### src/core/trcc_pkg.sv
// Shared constants, field positions and carrier types of the transfer record control block
//
// Functional notes
// - 64-bit software read/write machine control register
// - Bits 0..2 enable user, supervisor, machine recording
// - Bit 7 selects return stack emulation
// - Bit 9 records machine traps despite disabled mode
// - Bit 8 records supervisor traps despite disabled mode
// - Bit 11 freezes recorder on breakpoint traps
// - Bit 12 freezes recorder on counter overflow
// - Bits 33..35 inhibit exceptions, interrupts, trap returns
// - Bit 36 enables not-taken, 37 inhibits taken
// - Bits 40, 41 inhibit indirect, direct calls
// - Bits 42, 43 inhibit unlinked indirect, direct jumps
// - Bits 44, 45 inhibit coroutine swaps, returns
// - Bits 46, 47 inhibit other linked jumps
// - Custom bits 63..60 legal-only, zero is standard
// - Mode enables and breakpoint freeze always present
// - Absent fields read zero; present fields writable
// - Overflow freeze writable when overflow interrupt exists
// - Narrow register width cannot reach upper half
// - Supervisor view shares machine register state
// - Supervisor view bits 2 and 9 read zero
// - Other fields reachable through supervisor view
// - Stack emulation records calls, returns pop

package trcc_pkg;

	// ************************************************************
	// Field positions of the control register
	// ************************************************************
	localparam int TRCC_BIT_USER = 0;
	localparam int TRCC_BIT_SUPER = 1;
	localparam int TRCC_BIT_MACHINE = 2;
	localparam int TRCC_BIT_RAS_EMU = 7;
	localparam int TRCC_BIT_STRAP = 8;
	localparam int TRCC_BIT_MTRAP = 9;
	localparam int TRCC_BIT_BP_FRZ = 11;
	localparam int TRCC_BIT_LCOFRZ = 12;
	localparam int TRCC_BIT_EXC_INH = 33;
	localparam int TRCC_BIT_INTR_INH = 34;
	localparam int TRCC_BIT_TRET_INH = 35;
	localparam int TRCC_BIT_NTBR_EN = 36;
	localparam int TRCC_BIT_TKBR_INH = 37;
	localparam int TRCC_BIT_INDCALL = 40;
	localparam int TRCC_BIT_DIRCALL = 41;
	localparam int TRCC_BIT_INDJMP = 42;
	localparam int TRCC_BIT_DIRJMP = 43;
	localparam int TRCC_BIT_CORSWAP = 44;
	localparam int TRCC_BIT_RET = 45;
	localparam int TRCC_BIT_INDLJMP = 46;
	localparam int TRCC_BIT_DIRLJMP = 47;

	// ************************************************************
	// Widths, reset value and masks
	// ************************************************************
	localparam int TRCC_REG_W = 64;
	localparam int TRCC_HALF_W = 32;
	localparam logic [63:0] TRCC_RESET = 64'h0;
	// Always-writable fields: modes, stack emulation, trap enables, breakpoint freeze, not-taken enable, inhibits
	localparam logic [63:0] TRCC_BASE_WMASK = 64'h0000_FF3E_0000_0B87;
	// Overflow freeze, present only with the overflow interrupt
	localparam logic [63:0] TRCC_LCOF_WMASK = 64'h0000_0000_0000_1000;
	// Fields hidden from the supervisor view
	localparam logic [63:0] TRCC_SUP_HIDE = 64'h0000_0000_0000_0204;
	// Part of the register reachable with a narrow register width
	localparam logic [63:0] TRCC_LOW_MASK = 64'h0000_0000_FFFF_FFFF;

	// ************************************************************
	// Privilege encodings
	// ************************************************************
	localparam logic [1:0] TRCC_PRIV_U = 2'h0;
	localparam logic [1:0] TRCC_PRIV_S = 2'h1;
	localparam logic [1:0] TRCC_PRIV_M = 2'h3;

	// Kinds of control transfer offered to the recorder
	typedef enum logic [3:0] {
		TRCC_K_EXC, TRCC_K_INTR, TRCC_K_TRET, TRCC_K_NTBR, TRCC_K_TKBR,
		TRCC_K_INDCALL, TRCC_K_DIRCALL, TRCC_K_INDJMP, TRCC_K_DIRJMP,
		TRCC_K_CORSWAP, TRCC_K_RET, TRCC_K_INDLJMP, TRCC_K_DIRLJMP
	} trcc_kind_e;

	// One retired transfer from the hart
	typedef struct packed {
		logic valid;
		trcc_kind_e kind;
		logic [1:0] priv;
		logic [1:0] trap_tgt;
		logic breakpoint;
		logic local_counter_overflow_interrupt;
	} trcc_evt_s;

	// Decision handed to the record buffer
	typedef struct packed {
		logic record;
		logic ras_pop;
		logic freeze_set;
	} trcc_out_s;

endpackage

### src/core/trcc_csr.sv
// Machine and supervisor transfer record control registers with recorder filter
`timescale 1ns/100ps

module trcc_csr
	import trcc_pkg::*;
#(
	parameter int XLEN = 64, // Register width of the hart, 64 or 32
	parameter bit HAS_OVF_IRQ = 1'b1 // Counter overflow interrupt present
) (
	input wire logic clk,
	input wire logic rst,
	input wire logic csr_re,
	input wire logic csr_we,
	input wire logic csr_sup,
	input wire logic [XLEN-1:0] csr_wdata,
	input wire trcc_evt_s evt,
	input wire logic recorder_halted_flag,
	output logic [XLEN-1:0] csr_rdata_q,
	output logic [63:0] ctrl_q,
	output trcc_out_s rec_q
);

	// ************************************************************
	// State
	// ************************************************************
	// All register state outside the filter in one record: the shared control word and
	// the read data latched on a read strobe
	typedef struct packed {
		logic [63:0] ctrl;
		logic [63:0] rdata;
	} trcc_st_s;

	trcc_st_s st_q; // Registered state
	trcc_st_s st_d; // Next state
	logic [63:0] wmask; // Fields the current write may change
	logic [63:0] wide_wdata; // Write data widened to the register
	logic [63:0] view; // Value seen by the current access

	// ************************************************************
	// Masks for the addressed view
	// ************************************************************
	// Build the writable set; the supervisor view and a narrow
	// register width both shrink it. Reserved, custom and absent
	// fields never enter the mask, so they keep their reset zero.
	function automatic logic [63:0] trcc_wmask(input logic sup);
		logic [63:0] m;
		m = TRCC_BASE_WMASK;
		if (HAS_OVF_IRQ) begin
			m = m | TRCC_LCOF_WMASK;
		end
		if (sup) begin
			m = m & ~TRCC_SUP_HIDE;
		end
		if (XLEN < TRCC_REG_W) begin
			m = m & TRCC_LOW_MASK;
		end
		return m;
	endfunction

	// Read view: the supervisor register is a masked window
	// onto the same storage, never a copy of its own
	function automatic logic [63:0] trcc_view(input logic sup, input logic [63:0] c);
		logic [63:0] v;
		v = c;
		if (sup) begin
			v = c & ~TRCC_SUP_HIDE;
		end
		return v;
	endfunction

	// ************************************************************
	// Next state
	// ************************************************************
	always_comb begin
		st_d = st_q;
		wmask = trcc_wmask(csr_sup);
		wide_wdata = 64'(csr_wdata);
		view = trcc_view(csr_sup, st_q.ctrl);
		// A read returns the value before a same-cycle write,
		// which gives swap semantics for read-modify-write
		if (csr_re) begin
			st_d.rdata = view;
		end
		// Merge only writable fields; everything else holds
		if (csr_we) begin
			st_d.ctrl = (st_q.ctrl & ~wmask) | (wide_wdata & wmask);
		end
	end

	// ************************************************************
	// Registers
	// ************************************************************
	// Synchronous reset clears every field to standard behaviour,
	// custom bits included
	always_ff @(posedge clk) begin
		if (rst) begin
			st_q.ctrl <= TRCC_RESET;
			st_q.rdata <= 64'h0;
		end else begin
			st_q <= st_d;
		end
	end

	// Outputs straight from the state flops
	assign csr_rdata_q = st_q.rdata[XLEN-1:0];
	assign ctrl_q = st_q.ctrl;

	// ************************************************************
	// Recorder filter
	// ************************************************************
	// The filter sees the stored word; its decision lags the event
	// by one cycle and a control write takes effect the cycle after
	trcc_filter u_filter (
		.clk(clk),
		.rst(rst),
		.ctrl(st_q.ctrl),
		.evt(evt),
		.recorder_halted_flag(recorder_halted_flag),
		.out_q(rec_q)
	);

	// ************************************************************
	// Checks
	// ************************************************************
	// Mode enables land exactly as written through the machine view
	a_mode_write: assert property (@(posedge clk) disable iff (rst)
		(csr_we && !csr_sup) |=> ctrl_q[2:0] == $past(csr_wdata[2:0]))
		else $error("mode enables not written");

	// Breakpoint freeze is always implemented and writable
	a_bp_frz_write: assert property (@(posedge clk) disable iff (rst)
		(csr_we && !csr_sup) |=> ctrl_q[TRCC_BIT_BP_FRZ] == $past(csr_wdata[TRCC_BIT_BP_FRZ]))
		else $error("breakpoint freeze not written");

	// Overflow freeze follows the write when the interrupt exists
	a_lcof_write: assert property (@(posedge clk) disable iff (rst)
		(HAS_OVF_IRQ && csr_we) |=>
		ctrl_q[TRCC_BIT_LCOFRZ] == $past(csr_wdata[TRCC_BIT_LCOFRZ]))
		else $error("overflow freeze not written");

	// Supervisor read never shows the hidden machine fields
	a_sup_hidden: assert property (@(posedge clk) disable iff (rst)
		(csr_re && csr_sup) |=> csr_rdata_q[TRCC_BIT_MACHINE] == 1'b0
		&& csr_rdata_q[TRCC_BIT_MTRAP] == 1'b0)
		else $error("hidden field visible in supervisor view");

	// Supervisor write leaves the hidden machine fields alone
	a_sup_keep: assert property (@(posedge clk) disable iff (rst)
		(csr_we && csr_sup) |=> $stable(ctrl_q[TRCC_BIT_MACHINE])
		&& $stable(ctrl_q[TRCC_BIT_MTRAP]))
		else $error("supervisor write reached machine field");

	// Supervisor read shows the shared machine state, masked
	a_sup_shared: assert property (@(posedge clk) disable iff (rst)
		(csr_re && csr_sup) |=>
		csr_rdata_q == $past(st_q.ctrl[XLEN-1:0] & ~TRCC_SUP_HIDE[XLEN-1:0]))
		else $error("supervisor view diverged from machine state");

	// Reserved and custom fields stay zero forever
	a_reserved_zero: assert property (@(posedge clk) disable iff (rst)
		csr_we |=> (ctrl_q & ~(TRCC_BASE_WMASK | TRCC_LCOF_WMASK)) == 64'h0)
		else $error("reserved field changed");

	// A narrow hart cannot disturb the upper half
	a_upper_hold: assert property (@(posedge clk) disable iff (rst)
		(XLEN < TRCC_REG_W && csr_we) |=> $stable(ctrl_q[63:32]))
		else $error("upper half written by narrow hart");

	// Inhibit of direct calls is honoured by the filter one cycle on
	a_call_inhibit: assert property (@(posedge clk) disable iff (rst)
		(ctrl_q[TRCC_BIT_DIRCALL] && evt.kind == TRCC_K_DIRCALL) |=> !rec_q.record)
		else $error("inhibited direct call recorded");

	// Trap enable lets a machine trap through with machine mode off
	a_mtrap_record: assert property (@(posedge clk) disable iff (rst)
		(evt.valid && !recorder_halted_flag && evt.kind == TRCC_K_INTR
		&& evt.trap_tgt == TRCC_PRIV_M && ctrl_q[TRCC_BIT_MTRAP]
		&& !ctrl_q[TRCC_BIT_INTR_INH] && !ctrl_q[TRCC_BIT_RAS_EMU]) |=> rec_q.record)
		else $error("machine trap not recorded");

	// Supervisor mode off drops a branch taken in supervisor code
	a_super_off: assert property (@(posedge clk) disable iff (rst)
		(evt.valid && evt.priv == TRCC_PRIV_S && !ctrl_q[TRCC_BIT_SUPER]
		&& evt.kind == TRCC_K_TKBR) |=> !rec_q.record)
		else $error("branch recorded with supervisor mode off");

	// User mode on records an uninhibited taken branch
	a_user_on: assert property (@(posedge clk) disable iff (rst)
		(evt.valid && !recorder_halted_flag && evt.priv == TRCC_PRIV_U
		&& ctrl_q[TRCC_BIT_USER] && evt.kind == TRCC_K_TKBR
		&& !ctrl_q[TRCC_BIT_TKBR_INH] && !ctrl_q[TRCC_BIT_RAS_EMU]) |=> rec_q.record)
		else $error("user branch not recorded");

	// Machine mode on records an uninhibited taken branch
	a_mach_on: assert property (@(posedge clk) disable iff (rst)
		(evt.valid && !recorder_halted_flag && evt.priv == TRCC_PRIV_M
		&& ctrl_q[TRCC_BIT_MACHINE] && evt.kind == TRCC_K_TKBR
		&& !ctrl_q[TRCC_BIT_TKBR_INH] && !ctrl_q[TRCC_BIT_RAS_EMU]) |=> rec_q.record)
		else $error("machine branch not recorded");

	// Supervisor trap enable lets an interrupt into supervisor through
	a_strap_record: assert property (@(posedge clk) disable iff (rst)
		(evt.valid && !recorder_halted_flag && evt.kind == TRCC_K_INTR
		&& evt.trap_tgt == TRCC_PRIV_S && ctrl_q[TRCC_BIT_STRAP]
		&& !ctrl_q[TRCC_BIT_INTR_INH] && !ctrl_q[TRCC_BIT_RAS_EMU]) |=> rec_q.record)
		else $error("supervisor trap not recorded");

	// With neither enable a machine trap out of user code is dropped
	a_trap_off: assert property (@(posedge clk) disable iff (rst)
		(evt.kind == TRCC_K_EXC && evt.priv == TRCC_PRIV_U && evt.trap_tgt == TRCC_PRIV_M
		&& !ctrl_q[TRCC_BIT_USER] && !ctrl_q[TRCC_BIT_MTRAP]) |=> !rec_q.record)
		else $error("trap recorded with no enable");

	// Not-taken branches need their own enable
	a_ntbr_off: assert property (@(posedge clk) disable iff (rst)
		(evt.kind == TRCC_K_NTBR && !ctrl_q[TRCC_BIT_NTBR_EN])
		|=> !rec_q.record)
		else $error("not-taken branch recorded while off");

	// Enabled not-taken branch in an enabled mode is recorded
	a_ntbr_on: assert property (@(posedge clk) disable iff (rst)
		(evt.valid && !recorder_halted_flag && evt.kind == TRCC_K_NTBR
		&& evt.priv == TRCC_PRIV_U && ctrl_q[TRCC_BIT_USER]
		&& ctrl_q[TRCC_BIT_NTBR_EN] && !ctrl_q[TRCC_BIT_RAS_EMU]) |=> rec_q.record)
		else $error("not-taken branch not recorded");

	// Taken branch inhibit
	a_tkbr_inh: assert property (@(posedge clk) disable iff (rst)
		(evt.kind == TRCC_K_TKBR && ctrl_q[TRCC_BIT_TKBR_INH])
		|=> !rec_q.record)
		else $error("inhibited taken branch recorded");

	// Interrupt inhibit
	a_intr_inh: assert property (@(posedge clk) disable iff (rst)
		(evt.kind == TRCC_K_INTR && ctrl_q[TRCC_BIT_INTR_INH])
		|=> !rec_q.record)
		else $error("inhibited interrupt recorded");

	// Trap return inhibit
	a_tret_inh: assert property (@(posedge clk) disable iff (rst)
		(evt.kind == TRCC_K_TRET && ctrl_q[TRCC_BIT_TRET_INH])
		|=> !rec_q.record)
		else $error("inhibited trap return recorded");

	// Indirect call inhibit
	a_icall_inh: assert property (@(posedge clk) disable iff (rst)
		(evt.kind == TRCC_K_INDCALL && ctrl_q[TRCC_BIT_INDCALL])
		|=> !rec_q.record)
		else $error("inhibited indirect call recorded");

	// Unlinked jump inhibits
	a_jump_inh: assert property (@(posedge clk) disable iff (rst)
		((evt.kind == TRCC_K_INDJMP && ctrl_q[TRCC_BIT_INDJMP])
		|| (evt.kind == TRCC_K_DIRJMP && ctrl_q[TRCC_BIT_DIRJMP])) |=> !rec_q.record)
		else $error("inhibited jump recorded");

	// Co-routine swap and return inhibits
	a_swap_inh: assert property (@(posedge clk) disable iff (rst)
		((evt.kind == TRCC_K_CORSWAP && ctrl_q[TRCC_BIT_CORSWAP])
		|| (evt.kind == TRCC_K_RET && ctrl_q[TRCC_BIT_RET])) |=> !rec_q.record)
		else $error("inhibited swap or return recorded");

	// Other linked jump inhibits
	a_ljump_inh: assert property (@(posedge clk) disable iff (rst)
		((evt.kind == TRCC_K_INDLJMP && ctrl_q[TRCC_BIT_INDLJMP])
		|| (evt.kind == TRCC_K_DIRLJMP && ctrl_q[TRCC_BIT_DIRLJMP])) |=> !rec_q.record)
		else $error("inhibited linked jump recorded");

	// Stack emulation keeps nothing but calls
	a_ras_drop: assert property (@(posedge clk) disable iff (rst)
		(ctrl_q[TRCC_BIT_RAS_EMU] && evt.kind != TRCC_K_INDCALL
		&& evt.kind != TRCC_K_DIRCALL) |=> !rec_q.record)
		else $error("non-call recorded in stack emulation");

	// A qualifying return pops the newest call in stack emulation
	a_ras_pop: assert property (@(posedge clk) disable iff (rst)
		(evt.valid && !recorder_halted_flag && evt.kind == TRCC_K_RET
		&& evt.priv == TRCC_PRIV_U && ctrl_q[TRCC_BIT_USER]
		&& ctrl_q[TRCC_BIT_RAS_EMU]) |=> rec_q.ras_pop)
		else $error("return did not pop");

	// Outside stack emulation nothing is ever popped
	a_pop_no_ras: assert property (@(posedge clk) disable iff (rst)
		!ctrl_q[TRCC_BIT_RAS_EMU]
		|=> !rec_q.ras_pop)
		else $error("pop outside stack emulation");

	// Overflow interrupt into supervisor freezes when armed
	a_ovf_freeze: assert property (@(posedge clk) disable iff (rst)
		(evt.valid && evt.kind == TRCC_K_INTR && evt.local_counter_overflow_interrupt
		&& ctrl_q[TRCC_BIT_LCOFRZ] && evt.trap_tgt == TRCC_PRIV_S) |=> rec_q.freeze_set)
		else $error("overflow interrupt did not freeze");

	// Only a trap into supervisor or machine may freeze
	a_freeze_user: assert property (@(posedge clk) disable iff (rst)
		(!evt.valid || evt.trap_tgt == TRCC_PRIV_U)
		|=> !rec_q.freeze_set)
		else $error("freeze without a privileged trap");

	// Machine read returns the stored word as it stood at the strobe
	a_machine_read: assert property (@(posedge clk) disable iff (rst)
		(csr_re && !csr_sup)
		|=> csr_rdata_q == $past(ctrl_q[XLEN-1:0]))
		else $error("machine read mismatch");

	// The control word only moves on a write
	a_ctrl_hold: assert property (@(posedge clk) disable iff (rst)
		!csr_we
		|=> $stable(ctrl_q))
		else $error("control word changed without a write");

endmodule

### src/core/trcc_filter.sv
// Transfer qualification, stack emulation and freeze decision
`timescale 1ns/100ps

module trcc_filter
	import trcc_pkg::*;
(
	input wire logic clk,
	input wire logic rst,
	input wire logic [63:0] ctrl,
	input wire trcc_evt_s evt,
	input wire logic recorder_halted_flag,
	output trcc_out_s out_q
);

	// ************************************************************
	// State
	// ************************************************************
	typedef struct packed {
		trcc_out_s out;
	} trcc_fst_s;

	trcc_fst_s st_q; // Registered decision
	trcc_fst_s st_d; // Next decision

	// Inhibit lookup by transfer kind
	function automatic logic trcc_kind_ok(input logic [63:0] c, input trcc_kind_e k);
		logic ok;
		ok = 1'b0;
		unique case (k)
			TRCC_K_EXC: ok = !c[TRCC_BIT_EXC_INH];
			TRCC_K_INTR: ok = !c[TRCC_BIT_INTR_INH];
			TRCC_K_TRET: ok = !c[TRCC_BIT_TRET_INH];
			TRCC_K_NTBR: ok = c[TRCC_BIT_NTBR_EN];
			TRCC_K_TKBR: ok = !c[TRCC_BIT_TKBR_INH];
			TRCC_K_INDCALL: ok = !c[TRCC_BIT_INDCALL];
			TRCC_K_DIRCALL: ok = !c[TRCC_BIT_DIRCALL];
			TRCC_K_INDJMP: ok = !c[TRCC_BIT_INDJMP];
			TRCC_K_DIRJMP: ok = !c[TRCC_BIT_DIRJMP];
			TRCC_K_CORSWAP: ok = !c[TRCC_BIT_CORSWAP];
			TRCC_K_RET: ok = !c[TRCC_BIT_RET];
			TRCC_K_INDLJMP: ok = !c[TRCC_BIT_INDLJMP];
			TRCC_K_DIRLJMP: ok = !c[TRCC_BIT_DIRLJMP];
			default: ok = 1'b0; // Unused kind codes are never recorded
		endcase
		return ok;
	endfunction

	// ************************************************************
	// Decision logic
	// ************************************************************
	always_comb begin
		logic mode_ok;
		logic is_trap;
		logic to_os;
		logic is_call;
		mode_ok = 1'b0;
		is_trap = (evt.kind == TRCC_K_EXC) || (evt.kind == TRCC_K_INTR);
		to_os = (evt.trap_tgt == TRCC_PRIV_M) || (evt.trap_tgt == TRCC_PRIV_S);
		is_call = (evt.kind == TRCC_K_INDCALL) || (evt.kind == TRCC_K_DIRCALL);
		st_d = st_q;
		// Mode filter on the privilege the transfer left
		unique case (evt.priv)
			TRCC_PRIV_U: mode_ok = ctrl[TRCC_BIT_USER];
			TRCC_PRIV_S: mode_ok = ctrl[TRCC_BIT_SUPER];
			TRCC_PRIV_M: mode_ok = ctrl[TRCC_BIT_MACHINE];
			default: mode_ok = 1'b0; // Reserved privilege code
		endcase
		// Traps into a mode whose trap enable is set count even with the mode filter off
		if (is_trap && evt.trap_tgt == TRCC_PRIV_M && ctrl[TRCC_BIT_MTRAP]) begin
			mode_ok = 1'b1;
		end
		if (is_trap && evt.trap_tgt == TRCC_PRIV_S && ctrl[TRCC_BIT_STRAP]) begin
			mode_ok = 1'b1;
		end
		st_d.out.record = 1'b0;
		st_d.out.ras_pop = 1'b0;
		st_d.out.freeze_set = 1'b0;
		if (evt.valid && !recorder_halted_flag && mode_ok) begin
			if (ctrl[TRCC_BIT_RAS_EMU]) begin
				// Stack emulation: calls push, returns pop, rest dropped
				st_d.out.record = is_call && trcc_kind_ok(ctrl, evt.kind);
				st_d.out.ras_pop = (evt.kind == TRCC_K_RET);
			end else begin
				st_d.out.record = trcc_kind_ok(ctrl, evt.kind);
			end
		end
		// Freeze requests act even while recording is filtered out
		if (evt.valid && to_os) begin
			if (evt.kind == TRCC_K_EXC && evt.breakpoint && ctrl[TRCC_BIT_BP_FRZ]) begin
				st_d.out.freeze_set = 1'b1;
			end
			if (evt.kind == TRCC_K_INTR && evt.local_counter_overflow_interrupt
				&& ctrl[TRCC_BIT_LCOFRZ]) begin
				st_d.out.freeze_set = 1'b1;
			end
		end
	end

	// Register the decision
	always_ff @(posedge clk) begin
		if (rst) begin
			st_q <= '0;
		end else begin
			st_q <= st_d;
		end
	end

	assign out_q = st_q.out;

	// ************************************************************
	// Checks
	// ************************************************************
	a_bp_freeze: assert property (@(posedge clk) disable iff (rst)
		(evt.valid && evt.kind == TRCC_K_EXC && evt.breakpoint && ctrl[TRCC_BIT_BP_FRZ]
		&& evt.trap_tgt == TRCC_PRIV_M) |=> out_q.freeze_set)
		else $error("breakpoint trap did not freeze");

	a_exc_inhibit: assert property (@(posedge clk) disable iff (rst)
		(evt.kind == TRCC_K_EXC && ctrl[TRCC_BIT_EXC_INH]) |=> !out_q.record)
		else $error("inhibited exception recorded");

	a_ras_no_ret: assert property (@(posedge clk) disable iff (rst)
		(ctrl[TRCC_BIT_RAS_EMU] && evt.kind == TRCC_K_RET) |=> !out_q.record)
		else $error("return recorded in stack emulation");

	a_halt_blocks: assert property (@(posedge clk) disable iff (rst)
		(recorder_halted_flag || !evt.valid) |=> !out_q.record && !out_q.ras_pop)
		else $error("record while halted or idle");

endmodule

### config.mk
export PLATFORM = sky130hd
export DESIGN_NAME = trcc_csr
export DESIGN_NICKNAME = d
export VERILOG_FILES = /design/src/core/trcc_pkg.sv /design/src/core/trcc_csr.sv /design/src/core/trcc_filter.sv
export SDC_FILE = /design/constraint.sdc
export NUM_CORES = 1
export LEC_CHECK = 0
export BUFFER_PORTS_ARGS = -buffer_cell sky130_fd_sc_hd__buf_4
export CAP_MARGIN = 20
export CELL_PAD_IN_SITES_DETAIL_PLACEMENT = 1
export CELL_PAD_IN_SITES_GLOBAL_PLACEMENT = 2
export CORE_MARGIN = 2
export CORE_UTILIZATION = 22
export CTS_CLUSTER_DIAMETER = 60
export DETAILED_ROUTE_END_ITERATION = 10
export PLACE_DENSITY_LB_ADDON = 0.1
export SLEW_MARGIN = 20
export SYNTH_ARGS = -nofsm -noshare
export SYNTH_HDL_FRONTEND = slang
export SYNTH_HIERARCHICAL = 1
export SYNTH_SLANG_ARGS = --single-unit
### constraint.sdc
create_clock -name clk -period 2.3 [get_ports clk]
set_clock_uncertainty 0.15 [all_clocks]
set_input_delay 0.345 -clock clk [delete_from_list [all_inputs] [get_ports clk]]
set_output_delay 0.345 -clock clk [all_outputs]
set_load 0.005 [all_outputs]
==> results of run 1 <==
state kept, by name, summed over array words and instances (netlist names), named ones only:
| signal | flops |
|---|---|
| ctrl_q | 19 |
| csr_rdata_q | 21 |
| u_filter/out_q | 3 |
cells by family after synthesis:
group           Yosys count
compound gates           17
buf+inv                 119
mux                      43
other cells               1
simple gates             64
flops                    45
area by class of cell:
cell class                      count  share of cell area, %
Tap cell                          147                  5.988
Clock buffer                        7                  4.644
Multi-Input combinational cell    210                  39.63
Timing Repair Buffer               83                  20.29
Sequential cell                    45                  29.33
Inverter                            1                 0.1222
Yosys cell counts, drive strengths merged (2+ instances only):
master / n
a21oi: 3
a31oi: 3
and4b: 2
buf: 115
clkbuf: 3
dfxtp: 45
mux2i: 42
nand2b: 5
nand3b: 3
nand4bb: 2
nor2: 42
nor3b: 4
o21ai: 4
layer usage:
layer	track usage [%]	part of all wire [%]
met5	0	0
met4	2.439	0.79
met2	15.82	46
met3	2.965	7.0
met1	12.37	46
power by group:
group | switching (uW) | internal, uW
logic | 138 | 136
registers | 33.9 | 813
clock network | 285 | 427
path summary, 6_finish.rpt:
| kind | end | cells after the start |
|---|---|---|
| worst max-delay path | u_filter/out_q[2]$_SDFF_PP0_ | 5 |
| worst min register to register | csr_rdata_q[2]$_SDFFE_PP0P_ | 2 |
| worst max register to register | u_filter/out_q[2]$_SDFF_PP0_ | 4 |
| worst min-delay path | u_filter/out_q[1]$_SDFF_PP0_ | 2 |
worst max-delay path, cell delays in order:
cell and delay, ns:
buf_4 0.16, or4b_1 0.57, o22ai_1 0.20, a31oi_1 0.10, and4b_1 0.27
per-stage QoR:
stage                     total power (uW)  hold WS [ns]  std cells  cell area, um2  setup WS [ns]
after floorplan                       1140        0.2660        374            3007         0.7292
after global placement                1140        0.3209        486            2929         0.4157
after detailed placement              1143        0.3240        486            2929         0.4249
final                                 1834       0.08512        493            3072         0.7144
after CTS                             1876       0.08307        493            3072         0.7205
after global routing                  1957       0.08196        493            3072         0.6473
==> results.json, run 1 <==
{
  "num_vias": 1809,
  "fillers": 1399,
  "r2r_slack_ns": 0.79,
  "ys_ff_latch": 45,
  "place_congestion": 0.6498,
  "crit_type": "in -> reg",
  "grt_pass1_wl_um": 9597,
  "first_global_vias": 1733,
  "gr-total-overflow": 0,
  "seq_area_frac_synth_pct": 33.52,
  "timing.slew.headroom_pct": 65.91,
  "diodes": 0,
  "syn_inst": 289,
  "tritoncts": "done",
  "dieArea_um2": 13120,
  "worst_pin_slew_ns": 0.5114,
  "critPathLaunchType": "primary input",
  "fmax_ghz": 0.6307,
  "antenna_found_initial": 0,
  "synth_xor_area_share_pct": 0,
  "cts_setup_buffers": 0,
  "reg2reg_from": "ctrl_q[7]$_SDFFE_PP0P_",
  "start_util_pct": 22.47,
  "final_util_pct": 25.68,
  "clock_latency_ns": 0.28,
  "path_clk_slew_ns": 0.06,
  "area_growth_pct": 14.29,
  "arrival_ns": 1.66,
  "min_path_type": "in -> reg",
  "critPathLaunch": "evt[9]",
  "cts.sinks": 45,
  "ff_latch_area_um2": 900.9,
  "drt-initial-drc-count": 24,
  "rsz0062_at_grt": "false",
  "setup_tns_ns": 0,
  "synth.top_cells.by_area": "dfxtp_1, buf_4, mux2i_1",
  "synth_top_family_by_area": "buffers and inverters",
  "num_rows": 40,
  "crit_path_end_kind": "flop",
  "dominantRegCellSynth": "dfxtp_1",
  "cp.required_ns": 2.37,
  "min_from": "recorder_halted_flag",
  "ios": 212,
  "final_common_cell": "conb_1",
  "synth_mux_area_share_pct": 16.48,
  "io_buffers": 82,
  "synth_warnings": 6,
  "ctsLongestPathBuffers": 2,
  "yosys.area_share.simple_pct": 12.38,
  "synth_enable_flop_cells": 0,
  "cp_max_fo": 13,
  "setup_viol": 0,
  "synth_top_area_cell": "dfxtp_1",
  "synth_adder_area_share_pct": 0,
  "ctsHtreeMaxLevel": 2,
  "final_layout_size_suffix_gt1_share_pct": 27.46,
  "min_period_ns": 1.586,
  "wire_per_inst_um": 13.36,
  "ir_worst_vdd_v": 0.0002505,
  "avgSynthCellArea_um2": 9.300,
  "routed_wl_um": 6587,
  "chipWidth_um": 114.5,
  "post_cts_resized": 0,
  "maxSlewViolCount": 0,
  "mostFrequentLayoutCells": "conb_1, buf_4, dfxtp_1",
  "min_period_over_period_pct": 68.94,
  "synth-compound-area-share_pct": 4.423,
  "drc": 0,
  "vias_per_cell": 3.669,
  "syn_area_um2": 2688,
  "power.density_nw_per_um2": 597.1,
  "grt_start_max_net_pins": 45,
  "status": "complete, no violations",
  "synth_cell_types": 34,
  "ant_nets": 0,
  "root_buffer": "clkbuf_16",
  "first_pass_iters": 6,
  "async_flop_share_pct": 0,
  "core_um2": 11960,
  "p_leak_uw": 0.001534,
  "nets": 427,
  "cts_buffers": 5,
  "die_h_um": 114.5,
  "place_hpwl_um": 4800,
  "max-cap-violations": 0,
  "cts_hold_buf": 0,
  "synth_top_cell_area_share_pct": 33.52,
  "timing.final.hold_violations": 0,
  "multi_input_area_um2": 1217,
  "grt_usage_pct": 9.663
}
Note: power is estimated with default switching activity, not from simulation.
==> run 2, diff against run 1 <==
--- a/config.mk
+++ b/config.mk
@@ -10,7 +10,7 @@
 export CELL_PAD_IN_SITES_DETAIL_PLACEMENT = 1
 export CELL_PAD_IN_SITES_GLOBAL_PLACEMENT = 2
 export CORE_MARGIN = 2
-export CORE_UTILIZATION = 22
+export CORE_UTILIZATION = 18
 export CTS_CLUSTER_DIAMETER = 60
 export DETAILED_ROUTE_END_ITERATION = 10
 export PLACE_DENSITY_LB_ADDON = 0.1
==> constraint.sdc (replaced) <==
create_clock -name clk -period 1.4 [get_ports clk]
set_clock_uncertainty 0.15 [all_clocks]
set_input_delay 0.21 -clock clk [delete_from_list [all_inputs] [get_ports clk]]
set_output_delay 0.21 -clock clk [all_outputs]
set_load 0.005 [all_outputs]
==> run 2 against run 1 <==
- via count grew 5.0%
- worst setup slack lost 0.68 ns
- final area grew 8.2%
- combinational power grew 93%
- sequential share of layout area shrank 2.2 points
- register-to-register slack lost 0.76 ns
- hold slack lost 0.077 ns
- non-clock buffer count grew 22
- flip-flop and latch count is the same
- first-iteration DRC count grew 25%
- core utilization shrank 2.8 points
- sequential power grew 63%
- critical endpoint unchanged
- largest power group unchanged
==> results.json, run 2 (same netlist as run 1, synthesis figures left out) <==
{
  "status": "complete, no violations",
  "largest_register_ffs": 21,
  "setup_viol": 0,
  "cp_top_family": "multiplexers",
  "ctsHtreeMaxLevel": 2,
  "timing.final.hold_violations": 0,
  "place_hpwl_um": 5307,
  "dp.cells": 543,
  "cts.sinks": 45,
  "num_rows": 44,
  "start_util_pct": 18.49,
  "die_h_um": 126.2,
  "chipWidth_um": 126.2,
  "max-cap-violations": 0,
  "grt_usage_pct": 8.725,
  "arrival_ns": 1.45,
  "rsz0062_at_grt": "true",
  "min_period_over_period_pct": 97.90,
  "routed_wl_um": 7144,
  "ctsLongestPathBuffers": 2,
  "power.density_nw_per_um2": 935.3,
  "vias_per_cell": 3.440,
  "fmax_ghz": 0.7296,
  "first_pass_iters": 3,
  "place_congestion": 0.6685,
  "clock_latency_ns": 0.29,
  "grt_pass1_wl_um": 10800,
  "final_common_cell": "buf_4",
  "tritoncts": "done",
  "first_global_vias": 1919,
  "critPathLaunchType": "flop",
  "layout.cells.non_filler": 552,
  "wire_per_inst_um": 12.94,
  "maxSlewViolCount": 0,
  "io_buffers": 82,
  "setup_tns_ns": 0,
  "fin_total_pwr_uw": 3109,
  "gr-total-overflow": 0,
  "core_um2": 14530,
  "min_period_ns": 1.371,
  "crit_type": "reg -> reg",
  "cp.required_ns": 1.48,
  "dieArea_um2": 15920,
  "min_path_type": "in -> reg",
  "mostFrequentLayoutCells": "buf_4, conb_1, dfxtp_1",
  "ir_worst_vdd_v": 0.0003267,
  "worst_pin_slew_ns": 0.5152,
  "diodes": 0,
  "cp_max_fo": 3,
  "ios": 212,
  "ant_nets": 0,
  "area_growth_pct": 23.70,
  "nets": 449,
  "hold-worst-slack_ns": 0.008489,
  "grt_start_max_net_pins": 45,
  "num_vias": 1899,
  "drt-initial-drc-count": 30,
  "timing.slew.headroom_pct": 65.66,
  "antenna_found_initial": 0,
  "path_buf_inv": 0,
  "final_layout_size_suffix_gt1_share_pct": 32.61,
  "cpPeakStageDelay_ns": 0.47,
  "root_buffer": "clkbuf_16",
  "drc": 0,
  "cts_buffers": 5,
  "slowest_stage": "mux4_2",
  "p_leak_uw": 0.001652,
  "path_clk_slew_ns": 0.06,
  "path_cells": "mux4_2 > o211ai_1 > and4b_1",
  "crit_path_end_kind": "flop",
  "fillers": 1737
}
[run 2: layout make-up]
| cell class | count | area, um2 | area share (%) |
|---|---|---|---|
| Multi-Input combinational cell | 210 | 1240 | 37.30 |
| Sequential cell | 45 | 902.1 | 27.14 |
| Timing Repair Buffer | 105 | 805.8 | 24.24 |
| Inverter | 1 | 3.754 | 0.1129 |
| Tap cell | 184 | 230.2 | 6.925 |
| Clock buffer | 7 | 142.6 | 4.291 |
[run 2: layer usage]
metal	routed length [um]	track usage (%)	vias to the layer above	share of wire (%)
met4	68	2.133	0	0.95
met3	657	3.441	8	9.2
met1	3278	11.38	873	46
met5	0	0	-	0
met2	3140	13.54	95	44
li1	-	-	923	-
[run 2: worst reg2reg max path, stage by stage, from the launching register on]
cell and delay [ns]:
dfxtp_1 0.35, mux4_2 0.47, o211ai_1 0.15, and4b_1 0.20
[run 2: worst paths after layout]
path	startpoint	to	slack, ns	cells after the start
worst max-delay path	ctrl_q[46]$_SDFFE_PP0P_	u_filter/out_q[2]$_SDFF_PP0_	0.03	3
worst min-delay path	csr_wdata[43]	ctrl_q[43]$_SDFFE_PP0P_	0.008	3
worst max register to register	ctrl_q[46]$_SDFFE_PP0P_	u_filter/out_q[2]$_SDFF_PP0_	0.03	3
worst min register to register	csr_rdata_q[2]$_SDFFE_PP0P_	csr_rdata_q[2]$_SDFFE_PP0P_	0.33	2
[run 2: metrics by stage]
step | setup WS (ns) | cell area (um2) | utilization [%]
CTS | 0.0006797 | 3311 | 22.78
detailed placement | -0.2907 | 3142 | 21.62
global placement | -0.2687 | 3142 | 21.62
finish | 0.02946 | 3324 | 22.87
floorplan | -0.004979 | 3010 | -
global route | -0.03045 | 3324 | 22.87
[run 2: what timing repair did]
action,in CTS,in global routing
hold endpoints to repair,2,0
setup buffers,0,0
resized for setup,2,3
pin swaps,0,0
hold buffers,2,0
setup endpoints to repair,1,2
[run 2: power by group]
part | total [uW] | internal (uW) | switching (uW)
registers | 1380 | 1340 | 42.0
clock network | 1200 | 702 | 500
logic | 529 | 272 | 257
total | 3110 | 2310 | 799
==> run 3, diff against run 2 <==
--- a/config.mk
+++ b/config.mk
@@ -11,6 +11,7 @@
 export CELL_PAD_IN_SITES_GLOBAL_PLACEMENT = 2
 export CORE_MARGIN = 2
 export CORE_UTILIZATION = 18
+export CTS_BUF_LIST = sky130_fd_sc_hd__clkbuf_4 sky130_fd_sc_hd__clkbuf_8 sky130_fd_sc_hd__clkbuf_16
 export CTS_CLUSTER_DIAMETER = 60
 export DETAILED_ROUTE_END_ITERATION = 10
 export PLACE_DENSITY_LB_ADDON = 0.1
==> run 3 against run 2 <==
- maximum frequency barely moved
- non-clock buffer count did not move
- core utilization barely moved
- register-to-register slack barely moved
- critical path type unchanged
- via count barely moved
- combinational power barely moved
- sequential share of layout area barely moved
- total power rose by 0.58%
==> results.json, run 3 (same netlist as run 1, synthesis figures left out) <==
{
  "cp_top_family": "multiplexers",
  "start_util_pct": 18.49,
  "crit_path_end_kind": "flop",
  "ir_worst_vdd_v": 0.0003267,
  "power_frac_comb_pct": 16.9,
  "crit_type": "reg -> reg",
  "worst_pin_slew_ns": 0.5135,
  "first_pass_iters": 3,
  "switchingPower_uw": 797.6,
  "power.density_nw_per_um2": 939.6,
  "nets": 449,
  "root_buffer": "clkbuf_16",
  "num_vias": 1898,
  "routed_wl_um": 7144,
  "hold-worst-slack_ns": 0.009526,
  "grt_start_max_net_pins": 45,
  "fmax_ghz": 0.7300,
  "io_buffers": 82,
  "cts_buffers": 5,
  "gr-total-overflow": 0,
  "critPathLaunch": "ctrl_q[46]$_SDFFE_PP0P_",
  "tritoncts": "done",
  "min_path_type": "in -> reg",
  "final_common_cell": "buf_4",
  "timing.slew.headroom_pct": 65.77,
  "ctsHtreeMaxLevel": 2,
  "mostFrequentLayoutCells": "buf_4, conb_1, dfxtp_1",
  "p_leak_uw": 0.001655,
  "cts_setup_buffers": 0,
  "ios": 212,
  "place_hpwl_um": 5307,
  "min_period_ns": 1.370,
  "drc": 0,
  "place_congestion": 0.6685,
  "path_cells": "mux4_2 > o211ai_1 > and4b_1",
  "ant_nets": 0,
  "final_layout_size_suffix_gt1_share_pct": 32.88,
  "path_buf_inv": 0,
  "cts.sinks": 45,
  "first_global_vias": 1919,
  "core_um2": 14530,
  "timing.final.hold_violations": 0,
  "rsz0062_at_grt": "true",
  "min_from": "csr_wdata[47]",
  "cp.required_ns": 1.48,
  "vias_per_cell": 3.438,
  "fillers": 1738,
  "min_period_over_period_pct": 97.85,
  "chipWidth_um": 126.2,
  "drt-initial-drc-count": 30,
  "largest_register_ffs": 21,
  "layout.cells.non_filler": 552,
  "reg2reg_from": "ctrl_q[46]$_SDFFE_PP0P_",
  "grt_usage_pct": 8.725,
  "setup_viol": 0,
  "grt_pass1_wl_um": 10800,
  "dieArea_um2": 15920,
  "diodes": 0,
  "antenna_found_initial": 0,
  "p_int_uw": 2330,
  "ctsLongestPathBuffers": 2,
  "maxSlewViolCount": 0,
  "area_growth_pct": 23.84,
  "num_rows": 44,
  "wire_per_inst_um": 12.94,
  "arrival_ns": 1.45,
  "clkPwrFrac_pct": 39.0,
  "path_clk_slew_ns": 0.06,
  "dp.cells": 543,
  "max-cap-violations": 0,
  "die_h_um": 126.2,
  "cpPeakStageDelay_ns": 0.47,
  "clock_latency_ns": 0.29,
  "slowest_stage": "mux4_2",
  "power_switching_share_pct": 25.50,
  "cp_max_fo": 3,
  "p_seq_share_pct": 44.1,
  "critPathLaunchType": "flop",
  "status": "complete, no violations"
}
==> run 3: what timing repair did <==
item,4_1_cts,5_1_grt
hold buffers,2,0
pin swaps,0,0
hold endpoints to repair,2,0
gates resized for setup,2,3
setup endpoints to repair,1,2
==> run 3: power by group through the flow <==
stage | sequential, uW | combinational [uW] | clock (uW)
after CTS | 1380 | 535 | 1300
after floorplan | 1400 | 471 | 0
final | 1380 | 529 | 1220
after global placement | 1410 | 522 | 0
after global routing | 1390 | 591 | 1350
after detailed placement | 1410 | 526 | 0
==> run 3: metrics by stage <==
step | power (uW) | setup TNS, ns | utilization, % | area, um2 | setup slack [ns]
final | 3127 | 0 | 22.90 | 3328 | 0.03005
after floorplan | 1874 | -0.004979 | - | 3010 | -0.004979
after global routing | 3330 | -0.03393 | 22.90 | 3328 | -0.03045
after detailed placement | 1935 | -0.5528 | 21.62 | 3142 | -0.2907
after global placement | 1931 | -0.5257 | 21.62 | 3142 | -0.2687
after CTS | 3217 | 0 | 22.80 | 3314 | 0.0006797
==> run 3: layer usage <==
metal | global-route usage [%] | vias up | part of all wire [%]
met5 | 0 | - | 0
met4 | 2.133 | 0 | 0.95
met3 | 3.441 | 8 | 9.2
met2 | 13.54 | 95 | 44
met1 | 11.38 | 872 | 46
li1 | - | 923 | -
==> run 3: final timing paths <==
kind                                                endpoint  slack, ns  depth (start not counted)
worst max-delay path            u_filter/out_q[2]$_SDFF_PP0_       0.03                          3
worst min-delay path                 ctrl_q[47]$_SDFFE_PP0P_       0.01                          3
worst max register to register  u_filter/out_q[2]$_SDFF_PP0_       0.03                          3
worst min register to register   csr_rdata_q[2]$_SDFFE_PP0P_       0.33                          2
==> run 3: final cells by class <==
class	instances	area (um2)	area share (%)
sequential	45	902.1	27.11
inverter	1	3.754	0.1128
timing repair buffer	105	805.8	24.21
multi-input combinational	210	1240	37.26
tap	184	230.2	6.917
clock buffer	7	146.4	4.398
==> run 3: worst min-delay path: stages <==
cell and delay [ns]:
buf_4 0.08, mux2i_1 0.05, nor2_1 0.07
